--- config.mk ---
export PLATFORM = sky130hd
export DESIGN_NAME = hbrr_top
export DESIGN_NICKNAME = d
export VERILOG_FILES = /design/src/hbrr_pkg.sv /design/src/hbrr_top.sv /design/src/hbrr_arb.sv
export SDC_FILE = /design/constraint.sdc
export NUM_CORES = 2
export LEC_CHECK = 0
export ABC_AREA = 1
export ABC_CLOCK_PERIOD_IN_PS = 5300
export BUFFER_PORTS_ARGS = -buffer_cell sky130_fd_sc_hd__buf_2
export CAP_MARGIN = 20
export CORE_UTILIZATION = 55
export CTS_BUF_LIST = sky130_fd_sc_hd__clkbuf_4 sky130_fd_sc_hd__clkbuf_8 sky130_fd_sc_hd__clkbuf_16
export CTS_CLUSTER_SIZE = 24
export DETAILED_ROUTE_END_ITERATION = 12
export GPL_ROUTABILITY_DRIVEN = 0
export PLACE_DENSITY = 0.77
export SYNTH_ARGS = -nofsm -noshare
export SYNTH_HDL_FRONTEND = slang
export SYNTH_HIERARCHICAL = 1
export SYNTH_SLANG_ARGS = --single-unit
--- constraint.sdc ---
create_clock -name clk_in -period 5.3 [get_ports clk_in]
set_input_delay 1.06 -clock clk_in [delete_from_list [all_inputs] [get_ports clk_in]]
set_output_delay 1.06 -clock clk_in [all_outputs]
set_load 0.03 [all_outputs]
--- src/hbrr_pkg.sv ---
// package: constants, types and helpers of the host bridge request router
`default_nettype none

package hbrr_pkg;

    // ****************************************************************
    // widths, sizes and timing
    // ****************************************************************
    localparam int HBRR_ADDR_W = 32;
    localparam int HBRR_NPORT = 5;
    localparam int HBRR_NASYNC = 3;
    localparam int HBRR_GFX_QDEPTH = 32;
    localparam int HBRR_NRANK = 4;
    localparam int HBRR_NBANK = 4;
    localparam int HBRR_MAX_OPEN = 16;
    localparam int HBRR_GTT_N = 16;
    localparam int HBRR_PG_SHIFT = 12;
    localparam int HBRR_GTT_PW = HBRR_ADDR_W - HBRR_PG_SHIFT;
    localparam int HBRR_BANK_LSB = 12;
    localparam int HBRR_RANK_LSB = 14;
    localparam int HBRR_ROW_LSB = 16;
    localparam int HBRR_ROW_W = 13;
    localparam logic [1:0] HBRR_STRAP_WAIT = 2'h3;

    // ****************************************************************
    // arbiter slots
    // ****************************************************************
    localparam int HBRR_P_HOST = 0;
    localparam int HBRR_P_GFX = 1;
    localparam int HBRR_P_HUB = 2;
    localparam int HBRR_P_NSP = 3;
    localparam int HBRR_P_DRAM = 4;

    // ****************************************************************
    // types
    // ****************************************************************
    typedef enum logic [2:0] {
        HBRR_TGT_NONE,
        HBRR_TGT_GFX,
        HBRR_TGT_HUB,
        HBRR_TGT_CFG,
        HBRR_TGT_DRAM
    } hbrr_tgt_e;

    typedef enum logic [2:0] {
        HBRR_R_3_4,
        HBRR_R_1_1,
        HBRR_R_3_2,
        HBRR_R_4_5,
        HBRR_R_5_4
    } hbrr_ratio_e;

    typedef struct packed {
        logic [2:0] num;
        logic [2:0] den;
    } hbrr_ratio_s;

    typedef struct packed {
        logic [HBRR_ADDR_W-1:0] base;
        logic [HBRR_ADDR_W-1:0] limit;
    } hbrr_win_s;

    typedef struct packed {
        logic valid;
        hbrr_tgt_e tgt;
        logic is_io;
        logic is_write;
        logic [HBRR_ADDR_W-1:0] addr;
    } hbrr_route_s;

    typedef struct packed {
        logic is_mem;
        logic is_write;
        logic agp_sem;
        logic noncache;
        logic hi_pri;
        logic to_gfx;
        logic [HBRR_ADDR_W-1:0] addr;
    } hbrr_inb_s;

    typedef struct packed {
        logic valid;
        hbrr_tgt_e tgt;
        logic [2:0] src;
        logic is_write;
        logic [HBRR_ADDR_W-1:0] addr;
    } hbrr_fwd_s;

    typedef struct packed {
        logic [1:0] rank;
        logic [1:0] bank;
        logic [HBRR_ROW_W-1:0] row;
    } hbrr_pgloc_s;

    // ****************************************************************
    // helpers
    // ****************************************************************
    function automatic logic hbrr_in_win(hbrr_win_s w, logic [HBRR_ADDR_W-1:0] a);
        return (a >= w.base) && (a <= w.limit);
    endfunction

    function automatic hbrr_pgloc_s hbrr_pg_loc(logic [HBRR_ADDR_W-1:0] a);
        hbrr_pgloc_s l;
        l.rank = a[HBRR_RANK_LSB +: 2];
        l.bank = a[HBRR_BANK_LSB +: 2];
        l.row = a[HBRR_ROW_LSB +: HBRR_ROW_W];
        return l;
    endfunction

    // unknown strap codes fall back to 1/1
    function automatic hbrr_ratio_s hbrr_ratio_f(logic [2:0] sel);
        hbrr_ratio_s r;
        case (sel)
            HBRR_R_3_4: r = '{num: 3'h3, den: 3'h4};
            HBRR_R_3_2: r = '{num: 3'h3, den: 3'h2};
            HBRR_R_4_5: r = '{num: 3'h4, den: 3'h5};
            HBRR_R_5_4: r = '{num: 3'h5, den: 3'h4};
            default: r = '{num: 3'h1, den: 3'h1};
        endcase
        return r;
    endfunction

endpackage

`default_nettype wire

--- src/hbrr_top.sv ---
// host bridge request router: decode, translation, snoop choice and arbitration
`default_nettype none

module hbrr_top #(
    parameter int GFX_QDEPTH = hbrr_pkg::HBRR_GFX_QDEPTH,
    parameter int GTT_N = hbrr_pkg::HBRR_GTT_N
) (
    input wire logic clk_in,
    input wire logic rst_n_in,
    input wire logic cpu_ads_n_in,
    input wire logic [hbrr_pkg::HBRR_ADDR_W-1:0] cpu_addr_n_in,
    input wire logic cpu_io_in,
    input wire logic cpu_wr_in,
    output logic host_busy_out,
    input wire hbrr_pkg::hbrr_win_s cfg_io_win_in,
    input wire hbrr_pkg::hbrr_win_s gfx_io_win_in,
    input wire hbrr_pkg::hbrr_win_s gfx_mem_win_in,
    input wire hbrr_pkg::hbrr_win_s aper_win_in,
    input wire logic [hbrr_pkg::HBRR_ADDR_W-1:0] dram_top_in,
    input wire logic gtt_wr_in,
    input wire logic [$clog2(GTT_N)-1:0] gtt_idx_in,
    input wire logic [hbrr_pkg::HBRR_GTT_PW-1:0] gtt_page_in,
    input wire logic [hbrr_pkg::HBRR_NASYNC-1:0] port_req_in,
    input wire hbrr_pkg::hbrr_inb_s [hbrr_pkg::HBRR_NASYNC-1:0] port_attr_in,
    output logic [hbrr_pkg::HBRR_NASYNC-1:0] port_ack_out,
    input wire logic gfx_done_in,
    output logic [$clog2(GFX_QDEPTH+1)-1:0] gfx_qcnt_out,
    output logic gfx_full_out,
    input wire logic dram_ref_req_in,
    output logic ref_go_out,
    input wire logic strap_pipe_in,
    input wire logic strap_sba_in,
    input wire logic [2:0] strap_ratio_in,
    output logic pipe_en_out,
    output logic sba_en_out,
    output logic mode_err_out,
    output hbrr_pkg::hbrr_ratio_s ratio_out,
    output hbrr_pkg::hbrr_route_s route_out,
    output hbrr_pkg::hbrr_fwd_s fwd_out,
    output logic drop_out,
    output logic snoop_out,
    output logic [hbrr_pkg::HBRR_ADDR_W-1:0] snoop_addr_n_out,
    input wire logic pg_open_in,
    input wire logic pg_close_in,
    input wire logic [hbrr_pkg::HBRR_ADDR_W-1:0] pg_addr_in,
    output logic page_hit_out,
    output logic [$clog2(hbrr_pkg::HBRR_MAX_OPEN+1)-1:0] open_cnt_out
);
    import hbrr_pkg::*;

    localparam int QCW = $clog2(GFX_QDEPTH+1);
    localparam int OCW = $clog2(HBRR_MAX_OPEN+1);
    localparam int GW = $clog2(GTT_N);

    // ****************************************************************
    // state
    // ****************************************************************
    typedef struct packed {
        logic [HBRR_NASYNC-1:0] ps1;
        logic [HBRR_NASYNC-1:0] ps2;
        logic [HBRR_NASYNC-1:0] ack;
        logic [4:0] st1;
        logic [4:0] st2;
        logic [1:0] init_cnt;
        logic init_done;
        logic h_pend;
        logic h_io;
        logic h_wr;
        logic [HBRR_ADDR_W-1:0] h_addr;
        logic [GTT_N-1:0][HBRR_GTT_PW-1:0] gtt;
        logic [HBRR_NRANK-1:0][HBRR_NBANK-1:0] pg_vld;
        logic [HBRR_NRANK-1:0][HBRR_NBANK-1:0][HBRR_ROW_W-1:0] pg_row;
        logic [QCW-1:0] gfx_cnt;
        logic gfx_full;
        hbrr_route_s route;
        hbrr_fwd_s fwd;
        logic drop;
        logic snoop;
        logic [HBRR_ADDR_W-1:0] snoop_addr_n;
        logic ref_go;
        logic pipe_en;
        logic sba_en;
        logic mode_err;
        hbrr_ratio_s ratio;
        logic page_hit;
        logic [OCW-1:0] open_cnt;
    } hbrr_top_st_s;

    hbrr_top_st_s s_q;
    hbrr_top_st_s s_d;

    logic [HBRR_NPORT-1:0] arb_req;
    logic [HBRR_NPORT-1:0] arb_hp;
    logic [HBRR_NPORT-1:0] arb_gnt;
    logic gfx_full;
    logic aper_hit;
    logic [HBRR_ADDR_W-1:0] aper_off;
    logic [HBRR_ADDR_W-1:0] xlat_addr;

    // ****************************************************************
    // aperture translation and arbitration
    // ****************************************************************
    assign aper_hit = hbrr_in_win(aper_win_in, s_q.h_addr);
    assign aper_off = s_q.h_addr - aper_win_in.base;
    assign xlat_addr = {s_q.gtt[aper_off[HBRR_PG_SHIFT +: GW]], s_q.h_addr[HBRR_PG_SHIFT-1:0]};
    assign gfx_full = s_q.gfx_full;

    // granted slots drop out for a cycle so one request is never granted twice
    assign arb_req = {dram_ref_req_in, s_q.ps2 & ~s_q.ack & {2'h3, ~gfx_full}, s_q.h_pend} & ~arb_gnt;
    assign arb_hp = {3'h0, port_attr_in[0].hi_pri, 1'b0};

    hbrr_arb #(
        .N(HBRR_NPORT)
    ) u_arb (
        .clk_in(clk_in),
        .rst_n_in(rst_n_in),
        .req_in(arb_req),
        .hp_in(arb_hp),
        .gnt_out(arb_gnt)
    );

    // ****************************************************************
    // next state
    // ****************************************************************
    always_comb
    begin
        hbrr_inb_s a;
        hbrr_pgloc_s pl;
        hbrr_pgloc_s ol;
        logic [OCW-1:0] cnt;
        a = '0;
        pl = '0;
        ol = '0;
        cnt = '0;
        s_d = s_q;
        s_d.route.valid = 1'b0;
        s_d.fwd.valid = 1'b0;
        s_d.drop = 1'b0;
        s_d.snoop = 1'b0;
        s_d.ref_go = 1'b0;

        // 66 MHz port requests and straps come from outside this clock
        s_d.ps1 = port_req_in;
        s_d.ps2 = s_q.ps1;
        s_d.st1 = {strap_pipe_in, strap_sba_in, strap_ratio_in};
        s_d.st2 = s_q.st1;
        s_d.ack = s_q.ack & s_q.ps2;

        // straps latched once, after the synchronisers have settled
        if (!s_q.init_done)
        begin
            s_d.init_cnt = s_q.init_cnt + 2'h1;
            if (s_q.init_cnt == HBRR_STRAP_WAIT)
            begin
                s_d.init_done = 1'b1;
                s_d.pipe_en = s_q.st2[4];
                s_d.sba_en = s_q.st2[3] & ~s_q.st2[4];
                s_d.mode_err = ~(s_q.st2[4] ^ s_q.st2[3]);
                s_d.ratio = hbrr_ratio_f(s_q.st2[2:0]);
            end
        end

        if (gtt_wr_in)
        begin
            s_d.gtt[gtt_idx_in] = gtt_page_in;
        end

        // host cycle decode
        if (arb_gnt[HBRR_P_HOST])
        begin
            s_d.h_pend = 1'b0;
            s_d.route.valid = 1'b1;
            s_d.route.is_io = s_q.h_io;
            s_d.route.is_write = s_q.h_wr;
            s_d.route.addr = s_q.h_addr;
            if (s_q.h_io)
            begin
                if (hbrr_in_win(cfg_io_win_in, s_q.h_addr))
                begin
                    s_d.route.tgt = HBRR_TGT_CFG;
                end
                else if (hbrr_in_win(gfx_io_win_in, s_q.h_addr))
                begin
                    s_d.route.tgt = HBRR_TGT_GFX;
                end
                else
                begin
                    s_d.route.tgt = HBRR_TGT_HUB;
                end
            end
            else if (aper_hit)
            begin
                s_d.route.tgt = HBRR_TGT_DRAM;
                s_d.route.addr = xlat_addr;
            end
            else if (hbrr_in_win(gfx_mem_win_in, s_q.h_addr))
            begin
                s_d.route.tgt = HBRR_TGT_GFX;
            end
            else if (s_q.h_addr < dram_top_in)
            begin
                s_d.route.tgt = HBRR_TGT_DRAM;
            end
            else
            begin
                s_d.route.tgt = HBRR_TGT_HUB;
            end
            pl = hbrr_pg_loc(s_d.route.addr);
            s_d.page_hit = (s_d.route.tgt == HBRR_TGT_DRAM) && s_q.pg_vld[pl.rank][pl.bank]
                && (s_q.pg_row[pl.rank][pl.bank] == pl.row);
        end

        // host strobe is active low; address levels are complemented
        if (!s_q.h_pend && !cpu_ads_n_in)
        begin
            s_d.h_pend = 1'b1;
            s_d.h_io = cpu_io_in;
            s_d.h_wr = cpu_wr_in;
            s_d.h_addr = ~cpu_addr_n_in;
        end

        // inbound port requests
        for (int i = 0; i < HBRR_NASYNC; i++)
        begin
            if (arb_gnt[i+1])
            begin
                a = port_attr_in[i];
                s_d.ack[i] = 1'b1;
                s_d.fwd.src = 3'(i + 1);
                s_d.fwd.is_write = a.is_write;
                s_d.fwd.addr = a.addr;
                if (i + 1 == HBRR_P_HUB && a.to_gfx)
                begin
                    if (a.is_mem && a.is_write)
                    begin
                        s_d.fwd.valid = 1'b1;
                        s_d.fwd.tgt = HBRR_TGT_GFX;
                    end
                    else
                    begin
                        s_d.drop = 1'b1;
                    end
                end
                else
                begin
                    s_d.fwd.valid = 1'b1;
                    s_d.fwd.tgt = HBRR_TGT_DRAM;
                    s_d.snoop = !(i + 1 == HBRR_P_GFX && (a.agp_sem || a.noncache));
                    s_d.snoop_addr_n = ~a.addr;
                end
            end
        end

        // graphics queue occupancy
        if (arb_gnt[HBRR_P_GFX] && !(gfx_done_in && s_q.gfx_cnt != '0))
        begin
            s_d.gfx_cnt = s_q.gfx_cnt + QCW'(1);
        end
        else if (!arb_gnt[HBRR_P_GFX] && gfx_done_in && s_q.gfx_cnt != '0)
        begin
            s_d.gfx_cnt = s_q.gfx_cnt - QCW'(1);
        end

        // full flag kept in a flop so the output comes straight from one
        s_d.gfx_full = s_d.gfx_cnt >= QCW'(GFX_QDEPTH);

        s_d.ref_go = arb_gnt[HBRR_P_DRAM];

        // open page table, open wins over close on the same slot
        ol = hbrr_pg_loc(pg_addr_in);
        if (pg_close_in)
        begin
            s_d.pg_vld[ol.rank][ol.bank] = 1'b0;
        end
        if (pg_open_in)
        begin
            s_d.pg_vld[ol.rank][ol.bank] = 1'b1;
            s_d.pg_row[ol.rank][ol.bank] = ol.row;
        end
        for (int r = 0; r < HBRR_NRANK; r++)
        begin
            for (int b = 0; b < HBRR_NBANK; b++)
            begin
                cnt = cnt + OCW'(s_d.pg_vld[r][b]);
            end
        end
        s_d.open_cnt = cnt;
    end

    always_ff @(posedge clk_in)
    begin
        if (!rst_n_in)
        begin
            s_q <= '0;
        end
        else
        begin
            s_q <= s_d;
        end
    end

    // ****************************************************************
    // outputs
    // ****************************************************************
    assign host_busy_out = s_q.h_pend;
    assign port_ack_out = s_q.ack;
    assign gfx_qcnt_out = s_q.gfx_cnt;
    assign gfx_full_out = gfx_full;
    assign ref_go_out = s_q.ref_go;
    assign pipe_en_out = s_q.pipe_en;
    assign sba_en_out = s_q.sba_en;
    assign mode_err_out = s_q.mode_err;
    assign ratio_out = s_q.ratio;
    assign route_out = s_q.route;
    assign fwd_out = s_q.fwd;
    assign drop_out = s_q.drop;
    assign snoop_out = s_q.snoop;
    assign snoop_addr_n_out = s_q.snoop_addr_n;
    assign page_hit_out = s_q.page_hit;
    assign open_cnt_out = s_q.open_cnt;

    // ****************************************************************
    // checks
    // ****************************************************************
    a_io_target:
        assert property (@(posedge clk_in) disable iff (!rst_n_in) route_out.valid && route_out.is_io
            |-> route_out.tgt inside {HBRR_TGT_GFX, HBRR_TGT_HUB, HBRR_TGT_CFG})
        else $error("io cycle routed to illegal target");

    a_mem_target:
        assert property (@(posedge clk_in) disable iff (!rst_n_in) route_out.valid && !route_out.is_io
            |-> route_out.tgt inside {HBRR_TGT_GFX, HBRR_TGT_HUB, HBRR_TGT_DRAM})
        else $error("memory cycle routed to illegal target");

    a_aper_remap:
        assert property (@(posedge clk_in) disable iff (!rst_n_in) arb_gnt[0] && !s_q.h_io && aper_hit
            |=> route_out.tgt == HBRR_TGT_DRAM && route_out.addr == $past(xlat_addr))
        else $error("aperture hit not translated");

    a_addr_invert:
        assert property (@(posedge clk_in) disable iff (!rst_n_in) !cpu_ads_n_in && !host_busy_out
            |=> host_busy_out && s_q.h_addr == ~$past(cpu_addr_n_in))
        else $error("host address not captured inverted");

    a_strobe_idle:
        assert property (@(posedge clk_in) disable iff (!rst_n_in) cpu_ads_n_in && !host_busy_out
            |=> !host_busy_out)
        else $error("cycle taken with strobe deasserted");

    a_nc_nosnoop:
        assert property (@(posedge clk_in) disable iff (!rst_n_in) arb_gnt[1] && port_attr_in[0].noncache
            |=> !snoop_out)
        else $error("non-cacheable graphics access snooped");

    a_hub_snoop:
        assert property (@(posedge clk_in) disable iff (!rst_n_in) arb_gnt[2] && !port_attr_in[2-1].to_gfx
            |=> snoop_out && snoop_addr_n_out == ~$past(port_attr_in[2-1].addr))
        else $error("hub dram access not snooped");

    a_agp_nosnoop:
        assert property (@(posedge clk_in) disable iff (!rst_n_in) arb_gnt[1] && port_attr_in[0].agp_sem
            |=> !snoop_out && fwd_out.valid)
        else $error("graphics semantic cycle snooped");

    a_peer_write:
        assert property (@(posedge clk_in) disable iff (!rst_n_in) fwd_out.valid && fwd_out.tgt == HBRR_TGT_GFX
            |-> fwd_out.is_write && fwd_out.src == 3'h2)
        else $error("illegal hub to graphics forward");

    a_mode_excl:
        assert property (@(posedge clk_in) disable iff (!rst_n_in) !(pipe_en_out && sba_en_out))
        else $error("both graphics request methods enabled");

    a_queue_bound:
        assert property (@(posedge clk_in) disable iff (!rst_n_in)
            gfx_qcnt_out <= QCW'(GFX_QDEPTH) and (gfx_full_out |-> !arb_gnt[1]))
        else $error("graphics queue overflow");

    a_ratio_latch:
        assert property (@(posedge clk_in) disable iff (!rst_n_in) $rose(s_q.init_done)
            |-> ratio_out == hbrr_ratio_f($past(s_q.st2[2:0])))
        else $error("clock ratio not latched from strap");

    a_ack_sync:
        assert property (@(posedge clk_in) disable iff (!rst_n_in) $rose(port_ack_out[0])
            |-> $past(s_q.ps2[0]) && $past(arb_gnt[1]))
        else $error("port acknowledged without synchronised request");

    a_page_count:
        assert property (@(posedge clk_in) disable iff (!rst_n_in) open_cnt_out <= OCW'(HBRR_MAX_OPEN))
        else $error("too many open pages");

    a_default_hub:
        assert property (@(posedge clk_in) disable iff (!rst_n_in) arb_gnt[0] && !s_q.h_io && !aper_hit
            && !hbrr_in_win(gfx_mem_win_in, s_q.h_addr) && s_q.h_addr >= dram_top_in
            |=> route_out.tgt == HBRR_TGT_HUB)
        else $error("unclaimed cycle not sent to hub");

endmodule

`default_nettype wire

--- src/hbrr_arb.sv ---
// round-robin arbiter with a high-priority class and registered grant
`default_nettype none

module hbrr_arb #(
    parameter int N = 5
) (
    input wire logic clk_in,
    input wire logic rst_n_in,
    input wire logic [N-1:0] req_in,
    input wire logic [N-1:0] hp_in,
    output logic [N-1:0] gnt_out
);
    import hbrr_pkg::*;

    localparam int PW = $clog2(N);

    typedef struct packed {
        logic [N-1:0] gnt;
        logic [PW-1:0] ptr;
    } hbrr_arb_st_s;

    hbrr_arb_st_s s_q;
    hbrr_arb_st_s s_d;

    // first requester after the pointer
    function automatic logic [N-1:0] pick(logic [N-1:0] m, logic [PW-1:0] p);
        logic [N-1:0] g;
        int idx;
        g = '0;
        for (int k = N; k >= 1; k--)
        begin
            idx = (int'(p) + k) % N;
            if (m[idx])
            begin
                g = '0;
                g[idx] = 1'b1;
            end
        end
        return g;
    endfunction

    always_comb
    begin
        logic [N-1:0] hreq;
        hreq = req_in & hp_in;
        s_d = s_q;
        s_d.gnt = pick((hreq != '0) ? hreq : req_in, s_q.ptr);
        for (int i = 0; i < N; i++)
        begin
            if (s_d.gnt[i])
            begin
                s_d.ptr = PW'(i);
            end
        end
    end

    always_ff @(posedge clk_in)
    begin
        if (!rst_n_in)
        begin
            s_q <= '0;
        end
        else
        begin
            s_q <= s_d;
        end
    end

    assign gnt_out = s_q.gnt;

    a_grant_onehot:
        assert property (@(posedge clk_in) disable iff (!rst_n_in) $onehot0(gnt_out))
        else $error("more than one grant");

    a_grant_cause:
        assert property (@(posedge clk_in) disable iff (!rst_n_in)
            gnt_out != '0 |-> ($past(req_in) & gnt_out) == gnt_out)
        else $error("grant without request");

endmodule

`default_nettype wire

==> Yosys cells after proc, flatten, opt, wreduce, memory -nomap -nowiden <==
Index checks and enable logic that the tools add are counted.
W data, S select, Z words.
{ "totals": {"reg_bits": 743, "in_bits": 508, "out_inout_bits": 139, "elab_cells": 287} }
{ "op_classes": {"addsub": 24, "div_mod_pow": 5, "magnitude_cmp": 29, "eq_ne": 6, "muxes": 91, "n_bitwise": 21, "n_reduce_logical": 37} }
{ "ops": {"columns": ["cell", "count"], "rows": [
  ["$bwmux W320", 1],
  ["$mux W224", 1],
  ["$bwmux W208", 1],
  ["$ge A32 B1 Y1 const B", 5],
  ["$lt A32 B5 Y1 const B", 5],
  ["$mod A32 B4 Y32 const B", 5],
  ["$ge A32 B32 Y1", 4],
  ["$le A32 B32 Y1", 4],
  ["$not A32 Y32", 4],
  ["$bmux W52 S2", 1],
  ["$demux W52 S2", 1],
  ["$mux W52", 2],
  ["$mux W33", 3],
  ["$mux W32", 3],
  ["$bmux W20 S4", 1],
  ["$demux W20 S4", 1],
  ["$mux W40", 2],
  ["$mux W74", 1],
  ["$add A5 B1 Y5", 11],
  ["$mux W20", 2],
  ["$mux W38", 1],
  ["$mux W35", 1],
  ["$lt A32 B32 Y1", 1],
  ["$mux W3", 10],
  ["other kinds (59)", 142]
]} }

==> Longest topological paths before layout <==
{ "depth": {"ltp_word": 26, "ltp_mapped": 34} }

==> Cells and area by module <==
The synthesis kept the hierarchy.
{ "modules_own_cells": {"columns": ["module", "instances", "cells_each", "area_per_inst_um2", "seq_area_each_um2"], "rows": [
  ["hbrr_top", 1, 5983, 41344.7, 14694.1],
  ["hbrr_arb", 1, 467, 2894.0, 160.2]
]} }

==> Least setup slack after synthesis <==
No wires, ideal clock.
{ "synth_timing": {"path_type": "input to register", "startpoint": "input port pg_addr_in[14] in the netlist's numbering", "endpoint": "register s_q (netlist bit open_cnt_out[3])", "arrival_time_ns": 4.696, "required_ns": 5.230, "path_slack_ns": 0.534, "path_stages": 18, "n_path_buf": 1, "cell_sequence": "inv_1 nor2_1 inv_1 nor2_1 nand2_1 clkbuf_1 nand2_1 fa_1 fa_1 fa_1 inv_1 fa_1 inv_1 ha_1 a21o_1 a21oi_1 o21ai_0 a21oi_1"} }
{ "synth_rtl": {"columns": ["element", "line_no", "rtl"], "rows": [
  ["start, declared", "hbrr_top.sv:45", "input wire logic [hbrr_pkg::HBRR_ADDR_W-1:0] pg_addr_in,"],
  ["end signal, assigned", "hbrr_top.sv:294", "s_q <= '0;"],
  ["end signal, assigned", "hbrr_top.sv:298", "s_q <= s_d;"],
  ["end, declared", "hbrr_top.sv:89", "hbrr_top_st_s s_q;"]
]} }

==> Final worst setup path <==
{ "layout_timing": {"startpoint": "register u_arb/s_q[0] in the netlist's numbering", "endpoint": "register u_arb/s_q[2] in the netlist's numbering"} }
{ "layout_via": {"elab_chain_len": 15, "elab_cells_between_ends": 60, "cone_classes": "add/sub (5); div (5); order compare (10); mux (34); reduce/logical (6)"} }
{ "layout_rtl": {"columns": ["element", "line_no", "rtl"], "rows": [
  ["start, declared", "hbrr_arb.sv:22", "hbrr_arb_st_s s_q;"],
  ["start signal, assigned", "hbrr_arb.sv:61", "s_q <= '0;"],
  ["start signal, assigned", "hbrr_arb.sv:65", "s_q <= s_d;"],
  ["$add A3 B3 Y4", "hbrr_arb.sv:32", "idx = (int'(p) + k) % N;"],
  ["$mod A32 B4 Y32", "hbrr_arb.sv:32", null],
  ["$ge A32 B1 Y1 (implied by the code) / $lt A32 B5 Y1 (equally long branches)", "hbrr_arb.sv:36", "g[idx] = 1'b1;"],
  ["$logic_and A1 B1 Y1 (implied by the code)", "hbrr_arb.sv:36", null],
  ["$mux W1 (implied by the code)", "hbrr_arb.sv:36", null],
  ["$demux W1 S3", null, null],
  ["$mux W5 (4 in series)", "hbrr_arb.sv:33", "if (m[idx])"],
  ["$mux W5 *", "hbrr_arb.sv:33", null],
  ["$mux W3 (4 in series)", "hbrr_arb.sv:50", "if (s_d.gnt[i])"]
]} }
Every way passes the cells marked *; elsewhere a longest branch is shown, timed or not. The select of a mux whose other input is x is not followed.
A chain may end at the register's enable or synchronous reset.

==> run metrics <==
PortBufs=620; Sink Count=742; Critical Path Start=u_arb/s_q[0]$_SDFFE_PP0P_; Design Power=19.9 mW; DRT iter0 DRCs=5,469; drt via density=5.92; placed insts=7,744; RSZ-0062 raised after global routing=no; hpwl dp=114,000 um; worst clock skew=0.0447 ns; status=finished clean; H-tree depth=3; Overflow after GRT=0; Root Driver=clkbuf_16; vias in the first global route=42,400; Design Area, Final=50,300 um2; Crit Path Category=reg -> reg; Final Setup Violations=0; Clock power frac=29.9%; worst endpoint required time=5.82 ns; Bufs on Longest Clock Path=3; Post-Syn Area per Cell=6.86 um2; Mapped Cells=6,450; DR DRC count=0; first-pass GRT wire length=244,000 um; Die Wd=286 um; Sw Ratio=40.5%; Final min period=4.85 ns; fmax=0.206 GHz; WP data arrival=5.38 ns; Max-Cap Viols=0; Max-slew headroom=20.6%; post-CTS sizing=0; reg-to-reg critical path startpoint=u_arb/s_q[0]$_SDFFE_PP0P_; Avg WL per Cell=20.7 um; filler cell count=7,158; non-filler instance count after layout=7,920; commonest non-fill, non-tap cells in the layout=nand2_1, nor2_1, dfxtp_1; Setup Buffers After CTS=0; setup_tns=0 ns; LEAKAGE=24.0 nW; core area=79,300 um2; post-route ant nets=0; dpl cell area=47,300 um2; crit start category=flip-flop; top cell type's share of synthesized area=33.6%; HP Start=s_d[731]$_SDFF_PN0_; Async SR Flop Fraction=0%; Layout area overhead=13.7%; commonest non-fill, non-tap cell in the layout=nand2_1; pre-CTS WS=0.131 ns; layout cells sized above 1=16.1%; ys flop type=dfxtp_1; EDFF count, synth=0; GRT Total Usage=38.3%; crit share post-route=91.6%; Cell Pwr Density=396 nW/um2; Ys Warns=6; TritonCTS Buffers=81; post-synthesis cell type count=72; share of total power in sequential cells=31.6%; clock tree from TritonCTS=built; Final #Nets=7,627; largest net degree at the start of global routing=259; Min-Delay Path Class=reg -> reg; Core Util, Final=63.4%; measured slew at the worst slew-check pin=1.19 ns; Yosys reg bits=742; switching power=8.07 mW; initial core utilization=55.8%; Area contributors post-synth=dfxtp_1, ha_1, nand2_1; cell area after synthesis=44,200 um2; Final Hold Fails=0; # IOs=647; cts-stage hold buffer count=0; row cnt=103; Setup WS post-layout=0.446 ns; Final Routed Wirelength=164,000 um; die height=286 um; fin. max-slew vios=0; cell internal pwr=11.8 mW; leading area contributor after synthesis=dfxtp_1; initial antenna violation count=35; clock latency at the later pin of the worst-skew pair=0.68 ns; router iterations before antenna repair=11; total number of vias=46,900; final hold slack=0.410 ns; critical path fanouts, max=13; Peak VDD IR=0.265 mV; Comb pwr share=38.4%; critical path capture point type=flip-flop; die area=81,600 um2; sequential fraction of the synthesis area=33.6%; Clock transition at path regs=0.06 ns
==> synthesized netlist by cell type (22+ instances only) <==
library cell,instances
buf_4,162
o211ai_1,75
buf_2,40
a211oi_1,22
o21ai_0,703
nor3_1,27
clkbuf_1,302
nand4_1,35
dfxtp_1,742
o22ai_1,36
inv_1,667
nand3_1,545
o221ai_1,55
nand2_2,47
a21oi_1,537
o21ai_1,25
nor2_1,879
or2_2,36
ha_1,330
nand2_1,970
==> power groups by stage <==
stage               sequential, mW  combinational, mW  clock [mW]
CTS                           6.26               7.45        5.98
global route                  6.32               8.30        6.23
detailed placement            6.38               7.41           0
global placement              6.37               7.27           0
floorplan                     6.30               5.59           0
finish                        6.30               7.65        5.96
==> path summary, 6_finish.rpt <==
path                                to  slack (ns)  depth (start not counted)
max          u_arb/s_q[2]$_SDFFE_PN0P_        0.45                         25
min                s_q[731]$_SDFF_PN0_        0.41                          2
max reg2reg  u_arb/s_q[2]$_SDFFE_PN0P_        0.45                         25
min reg2reg        s_q[731]$_SDFF_PN0_        0.41                          2
==> kinds of logic (layout without fill, tap and decap cells) <==
| logic type | after synthesis | count (layout) | synth area share, % |
|---|---|---|---|
| and+or+nand+nor | 2608 | 2608 | 25.3 |
| AOI/OAI and AO/OA | 1523 | 1523 | 19.0 |
| buffers and inverters | 1225 | 1609 | 12.1 |
| other | 1 | 37 | 0.00848 |
| DFF | 742 | 742 | 33.6 |
| adders and majority gates | 341 | 341 | 9.83 |
| xor gates and xnor gates | 10 | 10 | 0.232 |
==> critical path: stages (launching register included) <==
cell and delay (ns):
dfxtp_1 0.34, clkinv_1 0.42, ha_1 0.49, buf_4 0.17, inv_1 0.18, ha_1 0.25
nor2_1 0.33, nand3_4 0.15, nand2_1 0.13, xor2_2 0.32, ha_1 0.28, inv_1 0.09
nand3_2 0.09, nand2_2 0.08, inv_2 0.10, nand3_2 0.12, nand2_4 0.13, nand2_1 0.09
o21bai_4 0.18, nand2_2 0.12, nor2_1 0.13, a31oi_1 0.06, o21ai_1 0.20, nand2_1 0.08
nand2_1 0.14, nand2_1 0.07
==> routing by layer <==
layer | track usage [%] | wire length, um
met1 | 48.8 | 63300
met2 | 58.8 | 70900
met3 | 9.43 | 19200
met4 | 22.5 | 10400
met5 | 0 | 168
==> sequential cells by signal, indices dropped and copies added, names as in the netlist, 5 cells and up, named ones only <==
| signal | flops |
|---|---|
| s_q | 589 |
| fwd_out | 39 |
| u_arb/gnt_out | 5 |
| snoop_addr_n_out | 32 |
| open_cnt_out | 5 |
| route_out | 38 |
| s_d | 8 |
| ratio_out | 6 |
==> cell type report <==
class	count	area (um2)	share of cell area, %
clock inverters	24	399	0.794
well taps	1050	1310	2.61
multi-input cells	4488	24100	47.9
inverters	692	2610	5.19
diodes	31	77.6	0.154
repair buffers	773	4480	8.92
clock buffers	120	2430	4.84
flip-flops and latches	742	14900	29.5
Note: power is estimated with default switching activity, not from simulation.
